<file path="config.mk">
export PLATFORM = sky130hd
export DESIGN_NAME = cawwd_top
export DESIGN_NICKNAME = d
export VERILOG_FILES = /design/src/verilog/cawwd_pkg.sv /design/src/verilog/cawwd_unit.sv /design/src/verilog/cawwd_top.sv
export SDC_FILE = /design/constraint.sdc
export NUM_CORES = 1
export LEC_CHECK = 0
export BUFFER_PORTS_ARGS = -buffer_cell sky130_fd_sc_hd__buf_2
export CAP_MARGIN = 20
export CELL_PAD_IN_SITES_DETAIL_PLACEMENT = 1
export CELL_PAD_IN_SITES_GLOBAL_PLACEMENT = 2
export CORE_ASPECT_RATIO = 1.2
export CORE_MARGIN = 2
export CORE_UTILIZATION = 30
export DETAILED_ROUTE_END_ITERATION = 8
export GPL_TIMING_DRIVEN = 0
export HOLD_SLACK_MARGIN = 0.02
export PLACE_DENSITY = 0.72
export SETUP_SLACK_MARGIN = 0.2
export SLEW_MARGIN = 20
export SYNTH_ARGS = -nofsm -noshare
export SYNTH_HDL_FRONTEND = slang
export SYNTH_SLANG_ARGS = --single-unit
</file>
<file path="constraint.sdc">
create_clock -name pclk -period 3 [get_ports pclk]
set_input_delay 0 -clock pclk [delete_from_list [all_inputs] [get_ports pclk]]
set_output_delay 0 -clock pclk [all_outputs]
set_load 0.05 [all_outputs]
</file>
<file path="src/verilog/cawwd_pkg.sv">
// cawwd_pkg: constants and types for the counter array waveform/watchdog
// assumes an apb slave wrapper in cawwd_top and one system clock
package cawwd_pkg;

  // ---------------------------------------------------------------
  // register offsets (byte addresses, one word each)
  // ---------------------------------------------------------------
  localparam logic [7:0] CAWWD_OFF_CTRL   = 8'h00;
  localparam logic [7:0] CAWWD_OFF_MODE   = 8'h04;
  localparam logic [7:0] CAWWD_OFF_CNT_LO = 8'h08;
  localparam logic [7:0] CAWWD_OFF_CNT_HI = 8'h0C;
  localparam logic [7:0] CAWWD_OFF_UMODE  = 8'h10;
  localparam logic [7:0] CAWWD_OFF_CMP_LO = 8'h20;
  localparam logic [7:0] CAWWD_OFF_CMP_HI = 8'h30;
  localparam logic [7:0] CAWWD_OFF_STAT   = 8'h40;

  // ---------------------------------------------------------------
  // field positions
  // ---------------------------------------------------------------
  localparam int CAWWD_CTRL_RUN   = 6;
  localparam int CAWWD_CTRL_CF    = 7;
  localparam int CAWWD_MODE_IDLE  = 7;
  localparam int CAWWD_MODE_WDE   = 6;
  localparam int CAWWD_MODE_LOCK  = 5;
  localparam int CAWWD_MODE_TBLSB = 1;
  localparam int CAWWD_UM_WIDE    = 7;
  localparam int CAWWD_UM_CMP     = 6;
  localparam int CAWWD_UM_MATCH   = 3;
  localparam int CAWWD_UM_TOG     = 2;
  localparam int CAWWD_UM_PWM     = 1;
  localparam int CAWWD_WD_UNIT    = 2;

  // ---------------------------------------------------------------
  // reset values and counts
  // ---------------------------------------------------------------
  localparam logic [7:0] CAWWD_MODE_RST  = 8'h40;
  localparam logic [7:0] CAWWD_UMODE_RST = 8'h00;
  localparam logic [7:0] CAWWD_BYTE_RST  = 8'h00;
  localparam logic [7:0] CAWWD_SWT_MODE  = 8'h48;
  localparam logic [3:0] CAWWD_DIV12     = 4'hC;
  localparam logic [3:0] CAWWD_DIV4      = 4'h4;
  localparam int         CAWWD_RST_CYC   = 4;

  // ---------------------------------------------------------------
  // types
  // ---------------------------------------------------------------
  typedef enum logic [2:0]
  {
    CAWWD_M_OFF  = 3'b000,
    CAWWD_M_SWT  = 3'b001,
    CAWWD_M_FREQ = 3'b010,
    CAWWD_M_PWM8 = 3'b011,
    CAWWD_M_PW16 = 3'b100
  } cawwd_mode_e;

  typedef struct packed
  {
    logic        tick;
    logic [15:0] cnt;
    logic        lo_ovf;
    logic        full_ovf;
  } cawwd_time_s;

endpackage

</file>
<file path="src/verilog/cawwd_unit.sv">
// cawwd_unit: one capture/compare unit in its output-generating modes
// assumes the counter and tick come from cawwd_top in the same clock
`timescale 1ns/1ps
`default_nettype none
module cawwd_unit
(
  input  wire logic                  pclk,
  input  wire logic                  presetn,
  input  wire cawwd_pkg::cawwd_time_s tm,
  input  wire logic [7:0]            mode,
  input  wire logic                  wr_lo,
  input  wire logic                  wr_hi,
  input  wire logic [7:0]            wdata,
  input  wire logic                  wd_on,
  input  wire logic                  flag_clr,
  output logic [7:0]                 cmp_lo,
  output logic [7:0]                 cmp_hi,
  output logic                       cmp_en,
  output logic                       flag,
  output logic                       match16,
  output logic                       pin
);
  import cawwd_pkg::*;

  cawwd_mode_e mode_sel;
  logic        lo_eq;
  logic        full_eq;
  logic        lo_nx_eq;
  logic        full_nx_eq;

  // ---------------------------------------------------------------
  // mode decode
  // ---------------------------------------------------------------
  always_comb
  begin
    mode_sel = CAWWD_M_OFF;
    if (wd_on)
      mode_sel = CAWWD_M_SWT;
    else if (mode[CAWWD_UM_PWM] && mode[CAWWD_UM_TOG])
      mode_sel = CAWWD_M_FREQ;
    else if (mode[CAWWD_UM_PWM] && !mode[CAWWD_UM_WIDE])
      mode_sel = CAWWD_M_PWM8;
    else if (mode[CAWWD_UM_PWM] && mode[CAWWD_UM_WIDE])
      mode_sel = CAWWD_M_PW16;
    else if (mode[CAWWD_UM_MATCH])
      mode_sel = CAWWD_M_SWT;
  end

  assign lo_eq   = tm.cnt[7:0] == cmp_lo;
  assign full_eq = tm.cnt == {cmp_hi, cmp_lo};
  assign match16 = full_eq;
  // pin is registered: raise it as the counter steps onto the compare value
  assign lo_nx_eq   = 8'(tm.cnt[7:0] + 8'h01) == cmp_lo;
  assign full_nx_eq = 16'(tm.cnt + 16'h0001) == {cmp_hi, cmp_lo};

  // ---------------------------------------------------------------
  // compare enable, set by high byte write, cleared by low byte write
  // ---------------------------------------------------------------
  always_ff @(posedge pclk or negedge presetn)
  begin
    if (!presetn)
      cmp_en <= 1'b0;
    else if (wr_hi)
      cmp_en <= 1'b1;
    else if (wr_lo)
      cmp_en <= 1'b0;
    else if (mode_sel == CAWWD_M_OFF && 1'b0)
      cmp_en <= 1'b0;
  end

  // ---------------------------------------------------------------
  // compare low byte
  // ---------------------------------------------------------------
  always_ff @(posedge pclk or negedge presetn)
  begin
    if (!presetn)
      cmp_lo <= CAWWD_BYTE_RST;
    else if (wr_lo)
      cmp_lo <= wdata;
    else if (tm.tick && cmp_en && mode_sel == CAWWD_M_FREQ && lo_eq)
      cmp_lo <= 8'(cmp_lo + cmp_hi);
    else if (tm.tick && cmp_en && mode_sel == CAWWD_M_PWM8 && tm.lo_ovf)
      cmp_lo <= cmp_hi;
  end

  // ---------------------------------------------------------------
  // compare high byte; watchdog update loads counter high plus offset
  // ---------------------------------------------------------------
  always_ff @(posedge pclk or negedge presetn)
  begin
    if (!presetn)
      cmp_hi <= CAWWD_BYTE_RST;
    else if (wr_hi && wd_on)
      cmp_hi <= 8'(tm.cnt[15:8] + cmp_lo);
    else if (wr_hi)
      cmp_hi <= wdata;
  end

  // ---------------------------------------------------------------
  // event flag: hardware set wins over software clear
  // ---------------------------------------------------------------
  always_ff @(posedge pclk or negedge presetn)
  begin
    if (!presetn)
      flag <= 1'b0;
    else if (tm.tick && cmp_en && full_eq &&
             (mode[CAWWD_UM_MATCH] || mode_sel == CAWWD_M_SWT))
      flag <= 1'b1;
    else if (flag_clr)
      flag <= 1'b0;
  end

  // ---------------------------------------------------------------
  // output pin
  // ---------------------------------------------------------------
  always_ff @(posedge pclk or negedge presetn)
  begin
    if (!presetn)
      pin <= 1'b0;
    else
      case (mode_sel)
        CAWWD_M_FREQ:
        begin
          if (tm.tick && cmp_en && lo_eq)
            pin <= ~pin;
        end
        CAWWD_M_PWM8:
        begin
          if (!cmp_en)
            pin <= 1'b0;
          else if (tm.tick && tm.lo_ovf)
            pin <= (cmp_hi == 8'h00);
          else if (tm.tick && lo_nx_eq)
            pin <= 1'b1;
        end
        CAWWD_M_PW16:
        begin
          if (!cmp_en)
            pin <= 1'b0;
          else if (tm.tick && tm.full_ovf)
            pin <= ({cmp_hi, cmp_lo} == 16'h0000);
          else if (tm.tick && full_nx_eq)
            pin <= 1'b1;
        end
        default:
          pin <= pin;
      endcase
  end

endmodule
`default_nettype wire

</file>
<file path="src/verilog/cawwd_top.sv">
// cawwd_top: counter array with waveform units and unit-two watchdog
// assumes an apb master on pclk, timer0 overflow and eci given synchronous
//
// The implementer's own choices: the register addresses and the APB slave port.
`timescale 1ns/1ps
`default_nettype none
module cawwd_top
#(
  parameter int NUM_UNITS = 3
)
(
  input  wire logic                 pclk,
  input  wire logic                 presetn,
  input  wire logic                 psel,
  input  wire logic                 penable,
  input  wire logic                 pwrite,
  input  wire logic [7:0]           paddr,
  input  wire logic [31:0]          pwdata,
  output logic [31:0]               prdata,
  output logic                      pready,
  output logic                      pslverr,
  input  wire logic                 cpu_idle,
  input  wire logic                 timer0_ovf,
  input  wire logic                 eci_in,
  input  wire logic                 ext_div8_tick,
  output logic [NUM_UNITS-1:0]      unit_output_pin,
  output logic                      watchdog_reset
);
  import cawwd_pkg::*;

  logic                 wr_en;
  logic                 rd_en;
  logic [7:0]           wb;
  logic                 counter_run_r;
  logic                 ovf_flag_r;
  logic [7:0]           mode_r;
  logic [7:0]           umode_r [NUM_UNITS];
  logic [15:0]          cnt_r;
  logic [3:0]           pre_r;
  logic                 eci_d_r;
  logic [7:0]           snap_r;
  logic                 wd_on;
  logic                 running;
  logic                 tick;
  cawwd_time_s          tm;
  logic [NUM_UNITS-1:0] wr_lo;
  logic [NUM_UNITS-1:0] wr_hi;
  logic [NUM_UNITS-1:0] flag_clr;
  logic [NUM_UNITS-1:0] cmp_en;
  logic [NUM_UNITS-1:0] flag;
  logic [NUM_UNITS-1:0] m16;
  logic [7:0]           cmp_lo [NUM_UNITS];
  logic [7:0]           cmp_hi [NUM_UNITS];
  logic [7:0]           umode_eff [NUM_UNITS];
  logic                 force_rst;
  logic [2:0]           rst_cnt_r;

  function automatic logic is_reg(input logic [7:0] a, input logic [7:0] o);
    is_reg = (a == o);
  endfunction

  // ---------------------------------------------------------------
  // apb slave: zero wait states, unmapped reads zero
  // ---------------------------------------------------------------
  assign pready  = 1'b1;
  assign pslverr = 1'b0;
  assign wr_en   = psel && penable && pwrite;
  assign rd_en   = psel && penable && !pwrite;
  assign wb      = pwdata[7:0];

  assign wd_on = mode_r[CAWWD_MODE_WDE] || mode_r[CAWWD_MODE_LOCK];
  assign running = (counter_run_r || wd_on) &&
                   !(mode_r[CAWWD_MODE_IDLE] && cpu_idle);

  // ---------------------------------------------------------------
  // control: run bit and overflow flag
  // ---------------------------------------------------------------
  always_ff @(posedge pclk or negedge presetn)
  begin
    if (!presetn)
      counter_run_r <= 1'b0;
    else if (wr_en && is_reg(paddr, CAWWD_OFF_CTRL))
      counter_run_r <= wb[CAWWD_CTRL_RUN];
  end

  always_ff @(posedge pclk or negedge presetn)
  begin
    if (!presetn)
      ovf_flag_r <= 1'b0;
    else if (tm.tick && tm.full_ovf)
      ovf_flag_r <= 1'b1;
    else if (wr_en && is_reg(paddr, CAWWD_OFF_CTRL) && !wb[CAWWD_CTRL_CF])
      ovf_flag_r <= 1'b0;
  end

  // ---------------------------------------------------------------
  // array mode: only WDE writable while watchdog on and unlocked, lock sticky until reset
  // ---------------------------------------------------------------
  always_ff @(posedge pclk or negedge presetn)
  begin
    if (!presetn)
      mode_r <= CAWWD_MODE_RST;
    else if (wr_en && is_reg(paddr, CAWWD_OFF_MODE))
    begin
      if (!wd_on)
        mode_r <= {wb[7:5], 1'b0, wb[3:0]};
      else if (!mode_r[CAWWD_MODE_LOCK])
        mode_r[CAWWD_MODE_WDE] <= wb[CAWWD_MODE_WDE];
      else
        mode_r <= mode_r;
    end
  end

  // ---------------------------------------------------------------
  // unit mode registers; unit two locked under watchdog
  // ---------------------------------------------------------------
  always_ff @(posedge pclk or negedge presetn)
  begin
    if (!presetn)
      for (int i = 0; i < NUM_UNITS; i++)
        umode_r[i] <= CAWWD_UMODE_RST;
    else
      for (int i = 0; i < NUM_UNITS; i++)
        if (wr_en && is_reg(paddr, 8'(CAWWD_OFF_UMODE + 4 * i)) &&
            !(wd_on && i == CAWWD_WD_UNIT))
          umode_r[i] <= wb;
  end

  always_comb
  begin
    for (int i = 0; i < NUM_UNITS; i++)
      umode_eff[i] = (wd_on && i == CAWWD_WD_UNIT) ? CAWWD_SWT_MODE
                                                   : umode_r[i];
  end

  // ---------------------------------------------------------------
  // timebase tick selection
  // ---------------------------------------------------------------
  always_comb
  begin
    case (mode_r[CAWWD_MODE_TBLSB +: 3])
      3'b000:  tick = (pre_r == 4'(CAWWD_DIV12 - 1));
      3'b001:  tick = (pre_r[1:0] == 2'(CAWWD_DIV4 - 1));
      3'b010:  tick = timer0_ovf;
      3'b011:  tick = eci_d_r && !eci_in;
      3'b100:  tick = 1'b1;
      3'b101:  tick = ext_div8_tick;
      default: tick = 1'b0;
    endcase
  end

  always_ff @(posedge pclk or negedge presetn)
  begin
    if (!presetn)
      pre_r <= 4'h0;
    else if (!running || tick)
      pre_r <= 4'h0;
    else
      pre_r <= 4'(pre_r + 4'h1);
  end

  always_ff @(posedge pclk or negedge presetn)
  begin
    if (!presetn)
      eci_d_r <= 1'b1;
    else
      eci_d_r <= eci_in;
  end

  // ---------------------------------------------------------------
  // 16-bit counter; software writes ignored under watchdog
  // ---------------------------------------------------------------
  always_ff @(posedge pclk or negedge presetn)
  begin
    if (!presetn)
      cnt_r <= 16'h0000;
    else if (wr_en && !wd_on && is_reg(paddr, CAWWD_OFF_CNT_LO))
      cnt_r[7:0] <= wb;
    else if (wr_en && !wd_on && is_reg(paddr, CAWWD_OFF_CNT_HI))
      cnt_r[15:8] <= wb;
    else if (running && tick)
      cnt_r <= 16'(cnt_r + 16'h0001);
  end

  assign tm.tick     = running && tick;
  assign tm.cnt      = cnt_r;
  assign tm.lo_ovf   = cnt_r[7:0] == 8'hFF;
  assign tm.full_ovf = cnt_r == 16'hFFFF;

  // ---------------------------------------------------------------
  // capture/compare units
  // ---------------------------------------------------------------
  generate
    for (genvar g = 0; g < NUM_UNITS; g++)
    begin : g_unit
      assign wr_lo[g] = wr_en && is_reg(paddr, 8'(CAWWD_OFF_CMP_LO + 4 * g));
      assign wr_hi[g] = wr_en && is_reg(paddr, 8'(CAWWD_OFF_CMP_HI + 4 * g));
      assign flag_clr[g] = wr_en && is_reg(paddr, CAWWD_OFF_CTRL) && !wb[g];
      cawwd_unit u_unit
      (
        .pclk     (pclk),
        .presetn  (presetn),
        .tm       (tm),
        .mode     (umode_eff[g]),
        .wr_lo    (wr_lo[g]),
        .wr_hi    (wr_hi[g]),
        .wdata    (wb),
        .wd_on    (wd_on && g == CAWWD_WD_UNIT),
        .flag_clr (flag_clr[g]),
        .cmp_lo   (cmp_lo[g]),
        .cmp_hi   (cmp_hi[g]),
        .cmp_en   (cmp_en[g]),
        .flag     (flag[g]),
        .match16  (m16[g]),
        .pin      (unit_output_pin[g])
      );
    end
  endgenerate

  // ---------------------------------------------------------------
  // watchdog reset generation, held for a fixed pulse
  // ---------------------------------------------------------------
  assign force_rst = wd_on && ((tm.tick && tm.lo_ovf &&
                     cmp_hi[CAWWD_WD_UNIT] == cnt_r[15:8]) ||
                     (wr_en && is_reg(paddr, CAWWD_OFF_CTRL) &&
                      wb[CAWWD_WD_UNIT]));

  always_ff @(posedge pclk or negedge presetn)
  begin
    if (!presetn)
      rst_cnt_r <= 3'h0;
    else if (force_rst)
      rst_cnt_r <= 3'(CAWWD_RST_CYC);
    else if (rst_cnt_r != 3'h0)
      rst_cnt_r <= 3'(rst_cnt_r - 3'h1);
  end

  always_ff @(posedge pclk or negedge presetn)
  begin
    if (!presetn)
      watchdog_reset <= 1'b0;
    else
      watchdog_reset <= force_rst || (rst_cnt_r > 3'h1);
  end

  // ---------------------------------------------------------------
  // read data and counter high snapshot
  // ---------------------------------------------------------------
  always_ff @(posedge pclk or negedge presetn)
  begin
    if (!presetn)
      snap_r <= 8'h00;
    else if (rd_en && is_reg(paddr, CAWWD_OFF_CNT_LO))
      snap_r <= cnt_r[15:8];
  end

  always_comb
  begin
    prdata = 32'h0000_0000;
    if (is_reg(paddr, CAWWD_OFF_CTRL))
      prdata[7:0] = {ovf_flag_r, counter_run_r, 3'b000,
                     3'(flag)};
    else if (is_reg(paddr, CAWWD_OFF_MODE))
      prdata[7:0] = mode_r;
    else if (is_reg(paddr, CAWWD_OFF_CNT_LO))
      prdata[7:0] = cnt_r[7:0];
    else if (is_reg(paddr, CAWWD_OFF_CNT_HI))
      prdata[7:0] = snap_r;
    else if (is_reg(paddr, CAWWD_OFF_STAT))
      prdata[7:0] = {2'b00, 3'(m16), 3'(cmp_en)};
    else
      for (int i = 0; i < NUM_UNITS; i++)
      begin
        if (is_reg(paddr, 8'(CAWWD_OFF_UMODE + 4 * i)))
          prdata[7:0] = (umode_r[i] & 8'hBF) | {1'b0, cmp_en[i], 6'h00};
        if (is_reg(paddr, 8'(CAWWD_OFF_CMP_LO + 4 * i)))
          prdata[7:0] = cmp_lo[i];
        if (is_reg(paddr, 8'(CAWWD_OFF_CMP_HI + 4 * i)))
          prdata[7:0] = cmp_hi[i];
      end
  end

endmodule
`default_nettype wire

</file>
* Yosys cells after proc, flatten, opt, wreduce, memory -nomap -nowiden *
Cells that the tools add are included.
Widths: inputs -> output; s select.

word-level totals
  register bits after elaboration = 123
  input bits = 49
  output and inout port bits = 38
  word-level logic and storage cells = 316

operators by class
  add/subtract/negate cells = 8
  $lt $le $gt $ge = 1
  eq/ne operators = 58
  multiplexer cells = 87
  bitwise gates (word level) = 8
  reduce and logical (&&, ||, !) cells = 125

operators with widths
  kind                   count
  $mux 8                 29
  $eq 16x16->1           6
  $logic_and 1x1->1      72
  $eq 8x8->1             7
  $eq 8x6->1 const B     6
  $logic_not 16->1       3
  $mux 1                 39
  $mux 3                 12
  $add 8x8->8            4
  $logic_not 8->1        4
  $eq 3x2->1 const B     8
  $eq 8x5->1 const B     3
  $ne 4x4->1 const B     6
  $or 8x7->8             3
  $reduce_bool 2->1      11
  $reduce_bool 3->1      7
  $add 16x1->16 const B  1
  $eq 16x16->1 const B   1
  $eq 8x4->1 const B     2
  $mux 16                1
  $eq 3x3->1 const B     5
  $eq 3x1->1 const B     4
  $logic_not 1->1        12
  $reduce_and 4->1       3
  other kinds (18)       38

* Longest topological paths before layout *
Gate-level depths: netlist of run 1.

  word-level depth = 15
  mapped depth = 11
  depth with buffers taken out = 11

* By module *
From an unflattened synthesis of run 1, not the netlist that was laid out.

second synthesis, totals
  cell total of the unflattened synthesis = 1371
  area, all modules = 11517.3 µm²

by module, submodules not included
  module                              instances  cells each  area an instance (µm²)  sequential area each (µm²)
  cawwd_top                           1          543         4889.7                  1654.1
  cawwd_unit at g_unit[0].u_unit ...  2          274         2190.9                  475.5
  cawwd_unit at g_unit[2].u_unit      1          280         2245.9                  475.5

* Worst setup path after synthesis of run 1 *
No wires, ideal clock.

  kind = input to output
  start point = input port paddr[4]
  end point = output port prdata[4]
  arrival time = 2671 ps
  required time = 3000 ps
  path slack = 329 ps
  stages = 10
  buffers on the path = 2
  cells stage by stage = buf_2 > inv_1 > nor4_1 > clkbuf_1 > nand2_1 > a21oi_1 > o22ai_1 > nand2_1 > o21ai_0 > a311oi_1

between the ends
  word-level cells in the longest chain between the ends = 15
  elaborated cells between the ends (all ways) = 28
  those cells by class = eq/ne (13); mux (14); reduce/logical (1)

ends and longest elaborated chain
  item                line              text
  start: declaration  cawwd_top.sv:17   input wire logic [7:0] paddr,
  $eq 8x5->1          cawwd_top.sv:59   is_reg = (a == o);
  $mux 8              cawwd_top.sv:274  if (is_reg(paddr, 8'(CAWWD_OFF_UMODE + 4 * i)))
  $mux 8              cawwd_top.sv:276  if (is_reg(paddr, 8'(CAWWD_OFF_CMP_LO + 4 * i)))
  $mux 8              cawwd_top.sv:278  if (is_reg(paddr, 8'(CAWWD_OFF_CMP_HI + 4 * i)))
  $mux 8              cawwd_top.sv:274
  $mux 8              cawwd_top.sv:276
  $mux 8              cawwd_top.sv:278
  $mux 8              cawwd_top.sv:274
  $mux 8              cawwd_top.sv:276
  $mux 8              cawwd_top.sv:278
  $mux 8              cawwd_top.sv:269  else if (is_reg(paddr, CAWWD_OFF_STAT))
  $mux 8              cawwd_top.sv:267  else if (is_reg(paddr, CAWWD_OFF_CNT_HI))
  $mux 8              cawwd_top.sv:265  else if (is_reg(paddr, CAWWD_OFF_CNT_LO))
  $mux 8              cawwd_top.sv:263  else if (is_reg(paddr, CAWWD_OFF_MODE))
  $mux 8 *            cawwd_top.sv:260  if (is_reg(paddr, CAWWD_OFF_CTRL))
  end: declaration    cawwd_top.sv:19   output logic [31:0] prdata,

Every way passes the cells marked *; elsewhere a longest branch is shown, timed or not.

* Final worst setup path of run 1 *
  start point = register cnt_r[1]
  end point = register g_unit[1].u_unit.pin

between the ends
  word-level cells in the longest chain between the ends = 5
  elaborated cells between the ends (all ways) = 21
  those cells by class = add/sub (2); eq/ne (8); mux (5); reduce/logical (6)

ends and longest elaborated chain
  item                                                             line               text
  start: declaration                                               cawwd_top.sv:38    logic [15:0] cnt_r;
  start signal: assignment                                         cawwd_top.sv:178   cnt_r[7:0] <= wb;
  start signal: assignment                                         cawwd_top.sv:182   cnt_r <= 16'(cnt_r + 16'h0001);
  $add 16x1->16, or another cell as far along                      cawwd_unit.sv:54   assign full_nx_eq = 16'(tm.cnt + 16'h0001) == {cmp_hi, cmp_lo};
  $eq 16x16->1, or another cell as far along                       cawwd_unit.sv:54
  $logic_and 1x1->1, or another cell as far along                  cawwd_unit.sv:142  else if (tm.tick && full_nx_eq)
  $ne 4x4->1 (no source line), or another cell as far along        n/a
  $reduce_and 4->1 (no source line) or $pmux 1 s3 (tied branches)  n/a
  end signal: assignment                                           cawwd_unit.sv:132  pin <= (cmp_hi == 8'h00);
  end signal: assignment                                           cawwd_unit.sv:141  pin <= ({cmp_hi, cmp_lo} == 16'h0000);
  end signal: assignment                                           cawwd_unit.sv:146  pin <= pin;
  end: declaration                                                 cawwd_unit.sv:21   output logic pin

Several ways; a longest one is shown, not always the timed one.
A chain may end at the register's enable or synchronous reset.

==> out/qor.txt, run 1 <==
status: complete, no violations
grt met2 use: 43.0%
switching part of the total: 31.4%
CTS Sinks: 120
Starting Density: 30.5%
Die Wd: 169 um
count of port buffers added during placement: 32
Synth Cell Area: 9850 sq um
top-area cell type share of the netlist area: 30.0%
Routed Antenna Nets: 0
final hold violation count: 0
Worst Hold Class: primary input to asynchronous set/reset pin
ranking of synthesized cells by area: dfrtp_1 30%, mux2_2 8.3%, xnor2_1 6.4%
first-pass GRT wire length: 64,900 um
synthesized flop and latch total: 120
crit path setup slack, layout: 0.0601 ns
Data required, critical path: 3.34 ns
number of distinct library cells after synthesis: 84
Ys Warns: 0
Finished Layout Cells: 1,685
CP peak stage delay: 0.43 ns
CTS H-Tree Depth: 4
Max Slew Vio Count: 0
slew margin rel.: 25.8%
placer congestion estimate: 0.932
die area: 34,300 sq um
area occupied by multi-input gates: 6780 sq um
worst-path cell with the longest stage delay: dfrtp_1
DR WL/cell: 25.9 um
CTS tree: yes
Combinational Power Share: 15.5%
Clock Latency Late Sink: 0.46 ns
Core Region: 32,300 sq um
clock root cell: clkbuf_16
fill count: 3,795
dpl hpwl: 31,200 um
delay-heaviest family, CP: compound AO/OA/AOI/OAI gates
vias per cell: 5.71
Worst Path Buf+Inv: 3
grt peak-use layer: met2
CP max FO: 4
Int Power: 3.19 mW
FF-to-FF setup slack: 0.06 ns
Boundary Pins: 87
share of post-route cells with drive strength above 1: 26.4%
Flop pwr share: 37.4%
Max Clk Rate: 340 MHz
VDD IR-drop max: 0.293 mV
# diodes: 0
antenna violations before repair: 1
Register Area: 3020 sq um
Total GRT Usage: 25.9%
Critical Path End Type: flop
final setup fails: 0
Worst Clk Skew: 0.00980 ns
GR Layer Usage met1: 33.0%
Cell Chain, Critical Path: buf_8, buf_4, buf_4, and4_1, nand2_1, xnor2_1, nand4_1, a2111oi_4, o2111ai_2, a31oi_1, mux2_1
pwr dens: 379 nW/um^2
fin nets: 1,351
routed vias: 9,614
clk buf depth: 2
Row Count: 72
Primary FF master, synth: dfrtp_1
synth cell count leaders: 118 x dfrtp_1, 109 x nand2_1, 92 x nor2_1
Psw: 1.46 mW
Seq/Total Area, Yosys: 30.5%
drt total wl: 43,600 um
Setup crit start kind: flop
Die Y-Extent: 203 um
grt met3 use: 3.14%
RSZ-0062 raised after global routing: true
Area Overhead vs Synth: 24.8%
shortest period the worst path allows: 2.94 ns
top-count cell post-synth: dfrtp_1
vias in the first global route: 9,740
EDFF count, synth: 0
Initial DRC Count: 843
Yosys top cell by area: dfrtp_1
share of flip-flops with an asynchronous set or reset: 100%
syn_area_per_cell: 8.66 sq um
largest net degree at the start of global routing: 90
Remaining DRCs: 0
most frequent CP cell: buf_4
Tightest Pin Transition: 1.11 ns
Reg clk slew, reported paths: 0.06 ns
Leakage: 5.47 nW
max cap viols: 0
Place WS: -0.972 ns
type of the worst setup path: flop to flop
Clk network pwr share: 47.1%
Inst Count DP: 1,601
Final Cycle Share: 98.0%
gr ovfl total: 0
Num CTS Buffers: 17
drt pass-1 iters: 5
WP data arrival: 3.28 ns
Syn Inst Count: 1,137
==> worst register-to-register path, stage by stage, from the launching register on <==
cell and delay (ns):
dfrtp_1 0.43, buf_8 0.15, buf_4 0.14, buf_4 0.17, and4_1 0.19, nand2_1 0.23, xnor2_1 0.15, nand4_1 0.16
a2111oi_4 0.35, o2111ai_2 0.23, a31oi_1 0.27, mux2_1 0.35
==> path summary, 6_finish.rpt <==
path / cells after the start / end / from
min in group pclk: 3 / snap_r[7] / pwrite
hold reg to reg: 1 / pre_r[0] / pre_r[0]
hold / removal: 2 / g_unit[0].u_unit.cmp_hi[7] / presetn
max in group asynchronous: 3 / mode_r[6] / presetn
setup / recovery: 11 / g_unit[1].u_unit.pin / cnt_r[1]
setup reg to reg: 11 / g_unit[1].u_unit.pin / cnt_r[1]
==> final cells by class <==
type | count | share of cell area (%)
timing repair buffer | 85 | 5.41
sequential | 120 | 24.5
tap | 407 | 4.14
clock buffer | 18 | 3.57
multi-input combinational | 921 | 55.1
inverter | 28 | 0.855
buffer | 92 | 5.05
clock inverter | 14 | 1.31
==> per-stage QoR <==
step	setup TNS, ns	power, mW	hold WS, ns	cell area [sq um]	util (%)
after floorplan	0	2.22	-0.296	9940	-
after detailed placement	-20.69	2.45	-0.112	10700	33.0
final	0	4.66	0.00573	12300	38.1
after CTS	0	4.65	0.0256	11900	37.0
after global placement	-18.72	2.43	0.114	10600	32.9
after global routing	0	4.80	0.0385	12300	38.1
==> flip-flops by register name (all words and copies together), names as in the netlist, 4 cells and up <==
name	count
cnt_r	16
g_unit.u_unit.cmp_hi	24
g_unit.u_unit.cmp_lo	24
mode_r	7
pre_r	4
snap_r	8
umode_eff	14
umode_r	7
==> power groups by stage <==
stage	sequential (mW)	clock (mW)	combinational, mW
final	1.74	2.19	0.723
after global routing	1.75	2.26	0.787
after CTS	1.74	2.20	0.712
after detailed placement	1.77	0	0.679
after global placement	1.77	0	0.665
after floorplan	1.76	0	0.459
==> cells by family after synthesis <==
family                   count (synthesis)  share of synthesized area, %
AND/OR/NAND/NOR                        375                          19.5
AO/OA/AOI/OAI                          271                          17.2
flip-flops                             120                          30.5
buffers and inverters                  120                          6.22
XOR/XNOR                               111                          10.3
multiplexers                           101                          11.2
adder cells (fa/ha/maj)                 37                          5.00
other                                    2                        0.0762
==> cells in the final DEF (no fill, tap or decap), types with 8 or more instances in the layout <==
cell,instances
o22ai_1,22
nor3_1,16
nand2b_1,11
buf_6,11
a21oi_1,75
o21ai_0,78
buf_4,80
mux2i_1,26
or4_1,8
clkbuf_16,18
dfrtp_1,109
conb_1,26
mux2_2,72
nor4_1,10
and3_1,9
a21o_1,10
xor2_1,36
dfrtp_2,9
nor2_1,87
nand4_1,17
nor2b_1,16
clkbuf_1,25
and2_1,8
buf_2,36
nand3_1,24
xnor2_1,67
inv_1,28
nand2_1,106
ha_1,32
==> timing repair <==
item | in CTS | in global routing
endpoints found under the setup margin | 47 | 32
hold buffers | 5 | 0
hold endpoints to repair | 124 | 0
resized for setup | 83 | 57
pin swaps | 17 | 29
buffers inserted | 31 | 16
==> layer usage <==
metal	wire (um)	share of wire, %
met2	20800	48
met4	2260	5.2
met5	0	0
met1	18400	42
met3	2200	5.0
Note: power is estimated with default switching activity, not from simulation.
==> run 2, diff against run 1 <==
--- a/config.mk
+++ b/config.mk
@@ -6,12 +6,13 @@
 export NUM_CORES = 1
 export LEC_CHECK = 0
 export BUFFER_PORTS_ARGS = -buffer_cell sky130_fd_sc_hd__buf_2
-export CAP_MARGIN = 20
+export CAP_MARGIN = 25
 export CELL_PAD_IN_SITES_DETAIL_PLACEMENT = 1
 export CELL_PAD_IN_SITES_GLOBAL_PLACEMENT = 2
 export CORE_ASPECT_RATIO = 1.2
 export CORE_MARGIN = 2
 export CORE_UTILIZATION = 30
+export CTS_BUF_LIST = sky130_fd_sc_hd__clkbuf_8
 export DETAILED_ROUTE_END_ITERATION = 8
 export GPL_TIMING_DRIVEN = 0
 export HOLD_SLACK_MARGIN = 0.02
==> out/qor.txt, run 2 (synthesis gave the netlist of run 1 again) <==
status: complete, no violations
top flop regs: g_unit.u_unit.cmp_hi x24, g_unit.u_unit.cmp_lo x24, cnt_r x16
fill count: 3,825
Die Y-Extent: 203 um
pwr dens: 346 nW/um^2
Clock Latency Late Sink: 0.49 ns
dpl hpwl: 31,400 um
Critical Path End Type: primary output
Num CTS Buffers: 17
Max Slew Vio Count: 0
WP data arrival: 2.83 ns
Inst Count DP: 1,604
commonest non-fill, non-tap cell in the layout: dfrtp_1
Leakage: 5.35 nW
first-pass GRT wire length: 64,600 um
Remaining DRCs: 0
Max Clk Rate: 353 MHz
CTS Sinks: 120
VDD IR-drop max: 0.284 mV
routed vias: 9,547
CTS tree: yes
Routed Antenna Nets: 0
placer congestion estimate: 0.932
RSZ-0062 raised after global routing: true
Tot Pwr: 4.17 mW
Starting Density: 30.5%
Boundary Pins: 87
die area: 34,300 sq um
drt total wl: 42,900 um
clock root cell: clkbuf_8
Area Overhead vs Synth: 22.2%
max cap viols: 0
largest net degree at the start of global routing: 90
CP max FO: 8
Final Cycle Share: 94.3%
Place WS: -0.954 ns
shortest period the worst path allows: 2.83 ns
Final Util: 37.3%
vias per cell: 5.69
antenna violations before repair: 0
Total GRT Usage: 25.7%
Reg clk slew, reported paths: 0.09 ns
Worst Hold Class: primary input to asynchronous set/reset pin
Setup crit start kind: flop
final setup fails: 0
gr ovfl total: 0
Worst Clk Skew: 0.0187 ns
slew margin rel.: 26.5%
Initial DRC Count: 595
crit path setup slack, layout: 0.170 ns
final hold slack: 0.0383 ns
commonest non-fill, non-tap cells in the layout: 109 x dfrtp_1, 107 x nand2_1, 88 x nor2_1, 78 x o21ai_0, 76 x a21oi_1
clk buf depth: 2
Finished Layout Cells: 1,678
Die Wd: 169 um
CTS H-Tree Depth: 4
Core Region: 32,300 sq um
count of port buffers added during placement: 32
Data required, critical path: 3.00 ns
Row Count: 72
drt pass-1 iters: 5
vias in the first global route: 9,665
type of the worst setup path: flop to primary output
Tightest Pin Transition: 1.10 ns
Setup TNS: 0 ns
share of post-route cells with drive strength above 1: 25.5%
design area: 12,000 sq um
Placed Area: 10,700 sq um
final hold violation count: 0
fin nets: 1,343
DR WL/cell: 25.6 um
[run 2: path summary, 6_finish.rpt]
check                               start                          to  slack, ns  depth (start not counted)
worst min-delay path              presetn  g_unit[0].u_unit.cmp_hi[7]       0.04                          3
min in group pclk               pwdata[2]  g_unit[1].u_unit.cmp_lo[2]       0.05                          4
max in group asynchronous         presetn  g_unit[1].u_unit.cmp_lo[2]       2.39                          3
worst max register to register   cnt_r[1]        g_unit[1].u_unit.pin       0.18                         10
worst min register to register   pre_r[0]                    pre_r[0]       0.47                          1
worst max-delay path             cnt_r[6]                   prdata[4]       0.17                          9
[run 2: what timing repair did]
item	in CTS	in global routing
buffers inserted	25	6
endpoints found under the setup margin	47	34
resized for setup	88	42
hold endpoints to repair	139	0
hold buffers	10	0
pin swaps	17	16
[run 2: per-layer routing]
layer,vias up,track usage [%],share of wire (%)
met2,308,43.1,49
met3,89,3.39,4.4
met4,0,12.4,4.6
li1,4301,-,-
met1,4849,32.6,42
met5,-,0,0
[run 2: critical path: stages (launching register included)]
cell	delay [ns]
dfrtp_1	0.37
buf_4	0.19
xor2_1	0.18
nor4_2	0.31
nand4_1	0.13
buf_4	0.19
nor3_2	0.22
nor2_1	0.08
a311oi_2	0.39
buf_4	0.29
[run 2: area by class of cell]
cell class	instances	area [sq um]	area share, %
inverters	28	105	0.873
clock inverters	14	185	1.54
multi-input cells	921	6750	56.1
clock buffers	18	248	2.06
flip-flops and latches	120	3020	25.1
well taps	407	509	4.23
plain buffers	92	616	5.11
diodes	1	2.50	0.0208
repair buffers	77	603	5.01
[run 2: power breakdown]
group | switching, mW | internal (mW)
Combinational | 0.472 | 0.250
Sequential | 0.0632 | 1.68
Clock | 0.841 | 0.867
==> run 3, diff against run 2 <==
--- a/config.mk
+++ b/config.mk
@@ -16,8 +16,7 @@
 export DETAILED_ROUTE_END_ITERATION = 8
 export GPL_TIMING_DRIVEN = 0
 export HOLD_SLACK_MARGIN = 0.02
-export PLACE_DENSITY = 0.72
-export SETUP_SLACK_MARGIN = 0.2
+export PLACE_DENSITY = 0.68
 export SLEW_MARGIN = 20
 export SYNTH_ARGS = -nofsm -noshare
 export SYNTH_HDL_FRONTEND = slang
==> out/qor.txt, run 3 (synthesis gave the netlist of run 1 again) <==
Tightest Pin Transition: 1.02 ns
Cell Chain, Critical Path: xor2_1, nor4_1, nand4_1, buf_4, nor3_2, nor2_1, a311oi_2, buf_2
Total GRT Usage: 26.2%
RR Endpoint: g_unit[1].u_unit.cmp_lo[4]
CTS H-Tree Depth: 4
Combinational Power Share: 18.0%
pwr dens: 341 nW/um^2
clock root cell: clkbuf_8
type of the worst setup path: flop to primary output
Setup crit start kind: flop
Row Count: 72
Clock Latency Late Sink: 0.49 ns
top flop regs: g_unit.u_unit.cmp_hi x24, g_unit.u_unit.cmp_lo x24, cnt_r x16
Starting Density: 30.5%
slew margin rel.: 31.0%
Remaining DRCs: 0
Die Y-Extent: 203 um
clk buf depth: 2
worst-path cell with the longest stage delay: dfrtp_1
Reg clk slew, reported paths: 0.09 ns
Critical Path End Type: primary output
Psw: 1.38 mW
status: finished with violations
switching part of the total: 34.5%
CTS Sinks: 120
shortest period the worst path allows: 3.01 ns
vias per cell: 5.66
VDD IR-drop max: 0.297 mV
die area: 34,300 sq um
WP data arrival: 3.01 ns
Area Overhead vs Synth: 18.9%
CP max FO: 6
count of port buffers added during placement: 32
Place WS: -1.08 ns
Final Cycle Share: 100%
Boundary Pins: 87
FF-to-FF setup slack: 0.05 ns
Leakage: 5.24 nW
Max Clk Rate: 332 MHz
commonest non-fill, non-tap cells in the layout: 115 x dfrtp_1, 107 x nand2_1, 88 x nor2_1, 79 x o21ai_0, 77 x a21oi_1
vias in the first global route: 9,650
Reg2Reg Launch Point: mode_r[5]
Int Power: 2.62 mW
failing checks: setup timing
fin nets: 1,335
delay-heaviest family, CP: simple AND/OR/NAND/NOR gates
DR WL/cell: 26.3 um
Worst Clk Skew: 0.0189 ns
drt total wl: 44,000 um
crit path setup slack, layout: -0.00774 ns
Finished Layout Cells: 1,670
Worst Hold Class: primary input to asynchronous set/reset pin
routed vias: 9,444
antenna violations before repair: 0
Die Wd: 169 um
Clk network pwr share: 38.6%
placer congestion estimate: 0.909
Routed Antenna Nets: 0
Core Region: 32,300 sq um
Inst Count DP: 1,604
dpl hpwl: 32,000 um
Initial DRC Count: 654
Max Slew Vio Count: 0
Worst Path Buf+Inv: 2
first-pass GRT wire length: 65,600 um
commonest non-fill, non-tap cell in the layout: dfrtp_1
largest net degree at the start of global routing: 90
CTS tree: yes
final setup fails: 1
Num CTS Buffers: 17
CP peak stage delay: 0.59 ns
share of post-route cells with drive strength above 1: 23.4%
Flop pwr share: 43.5%
drt pass-1 iters: 6
RSZ-0062 raised after global routing: true
final hold violation count: 0
gr ovfl total: 0
Final Util: 36.3%
fill count: 3,842
r2r worst-path depth: 8
max cap viols: 0
Data required, critical path: 3.00 ns
-- run 3: power by group through the flow --
stage          logic [mW]  registers, mW  clock network, mW
5_1_grt             0.780           1.75               1.63
3_5_place_dp        0.691           1.77                  0
2_1_floorplan       0.459           1.76                  0
3_3_place_gp        0.673           1.77                  0
4_1_cts             0.715           1.74               1.57
6_report            0.717           1.74               1.54
-- run 3: repair_timing --
| action | 4_1_cts | 5_1_grt |
|---|---|---|
| resized for setup | 46 | 34 |
| cloned | 0 | 0 |
| setup endpoints to repair | 40 | 26 |
| setup buffers | 16 | 7 |
| pin swaps | 10 | 11 |
| hold endpoints to repair | 136 | 0 |
| hold buffers | 10 | 0 |
-- run 3: worst min-delay path, cell delays in order --
cell	delay, ns
dlygate4sd3_1	0.57
buf_8	0.13
buf_12	0.20
-- run 3: stage by stage --
| stage | TNS [ns] | area (sq um) | hold WS, ns | power, mW |
|---|---|---|---|---|
| global route | -0.136 | 11700 | 0.0480 | 4.16 |
| floorplan | 0 | 9940 | -0.296 | 2.22 |
| detailed placement | -22.42 | 10700 | -0.104 | 2.46 |
| finish | -0.00774 | 11700 | 0.0568 | 3.99 |
| global placement | -21.49 | 10600 | 0.116 | 2.44 |
| CTS | -0.0852 | 11500 | 0.0301 | 4.02 |
-- run 3: worst max-delay path by stage --
stage / from / end / slack (ns) / cells past startpoint
after floorplan: paddr[4] / prdata[4] / 0.33 / 10
after detailed placement: pre_r[0] / g_unit[1].u_unit.pin / -1.08 / 9
final: g_unit[1].u_unit.cmp_lo[6] / prdata[4] / -0.008 / 8
after global routing: g_unit[1].u_unit.cmp_lo[4] / prdata[4] / -0.08 / 8
after global placement: pre_r[0] / g_unit[1].u_unit.pin / -1.06 / 9
after CTS: cnt_r[0] / g_unit[1].u_unit.pin / -0.09 / 10
-- run 3: area by class of cell --
class                           count  area [sq um]  share of cell area [%]
Sequential cell                   120          3010                    25.7
Buffer                             91           549                    4.69
Clock inverter                     14           136                    1.16
Antenna cell                        1          2.50                  0.0214
Clock buffer                       18           248                    2.11
Timing Repair Buffer               70           532                    4.54
Multi-Input combinational cell    921          6630                    56.5
Inverter                           28           105                   0.897
Tap cell                          407           509                    4.35
-- run 3: routing by layer --
metal	share of wire (%)	vias up	global-route usage, %	wire length, um
met2	49	263	44.9	21600
met3	4.2	86	3.29	1840
met1	42	4816	32.8	18600
met5	0	-	0	0
li1	-	4279	-	-
met4	4.2	0	11.6	1850
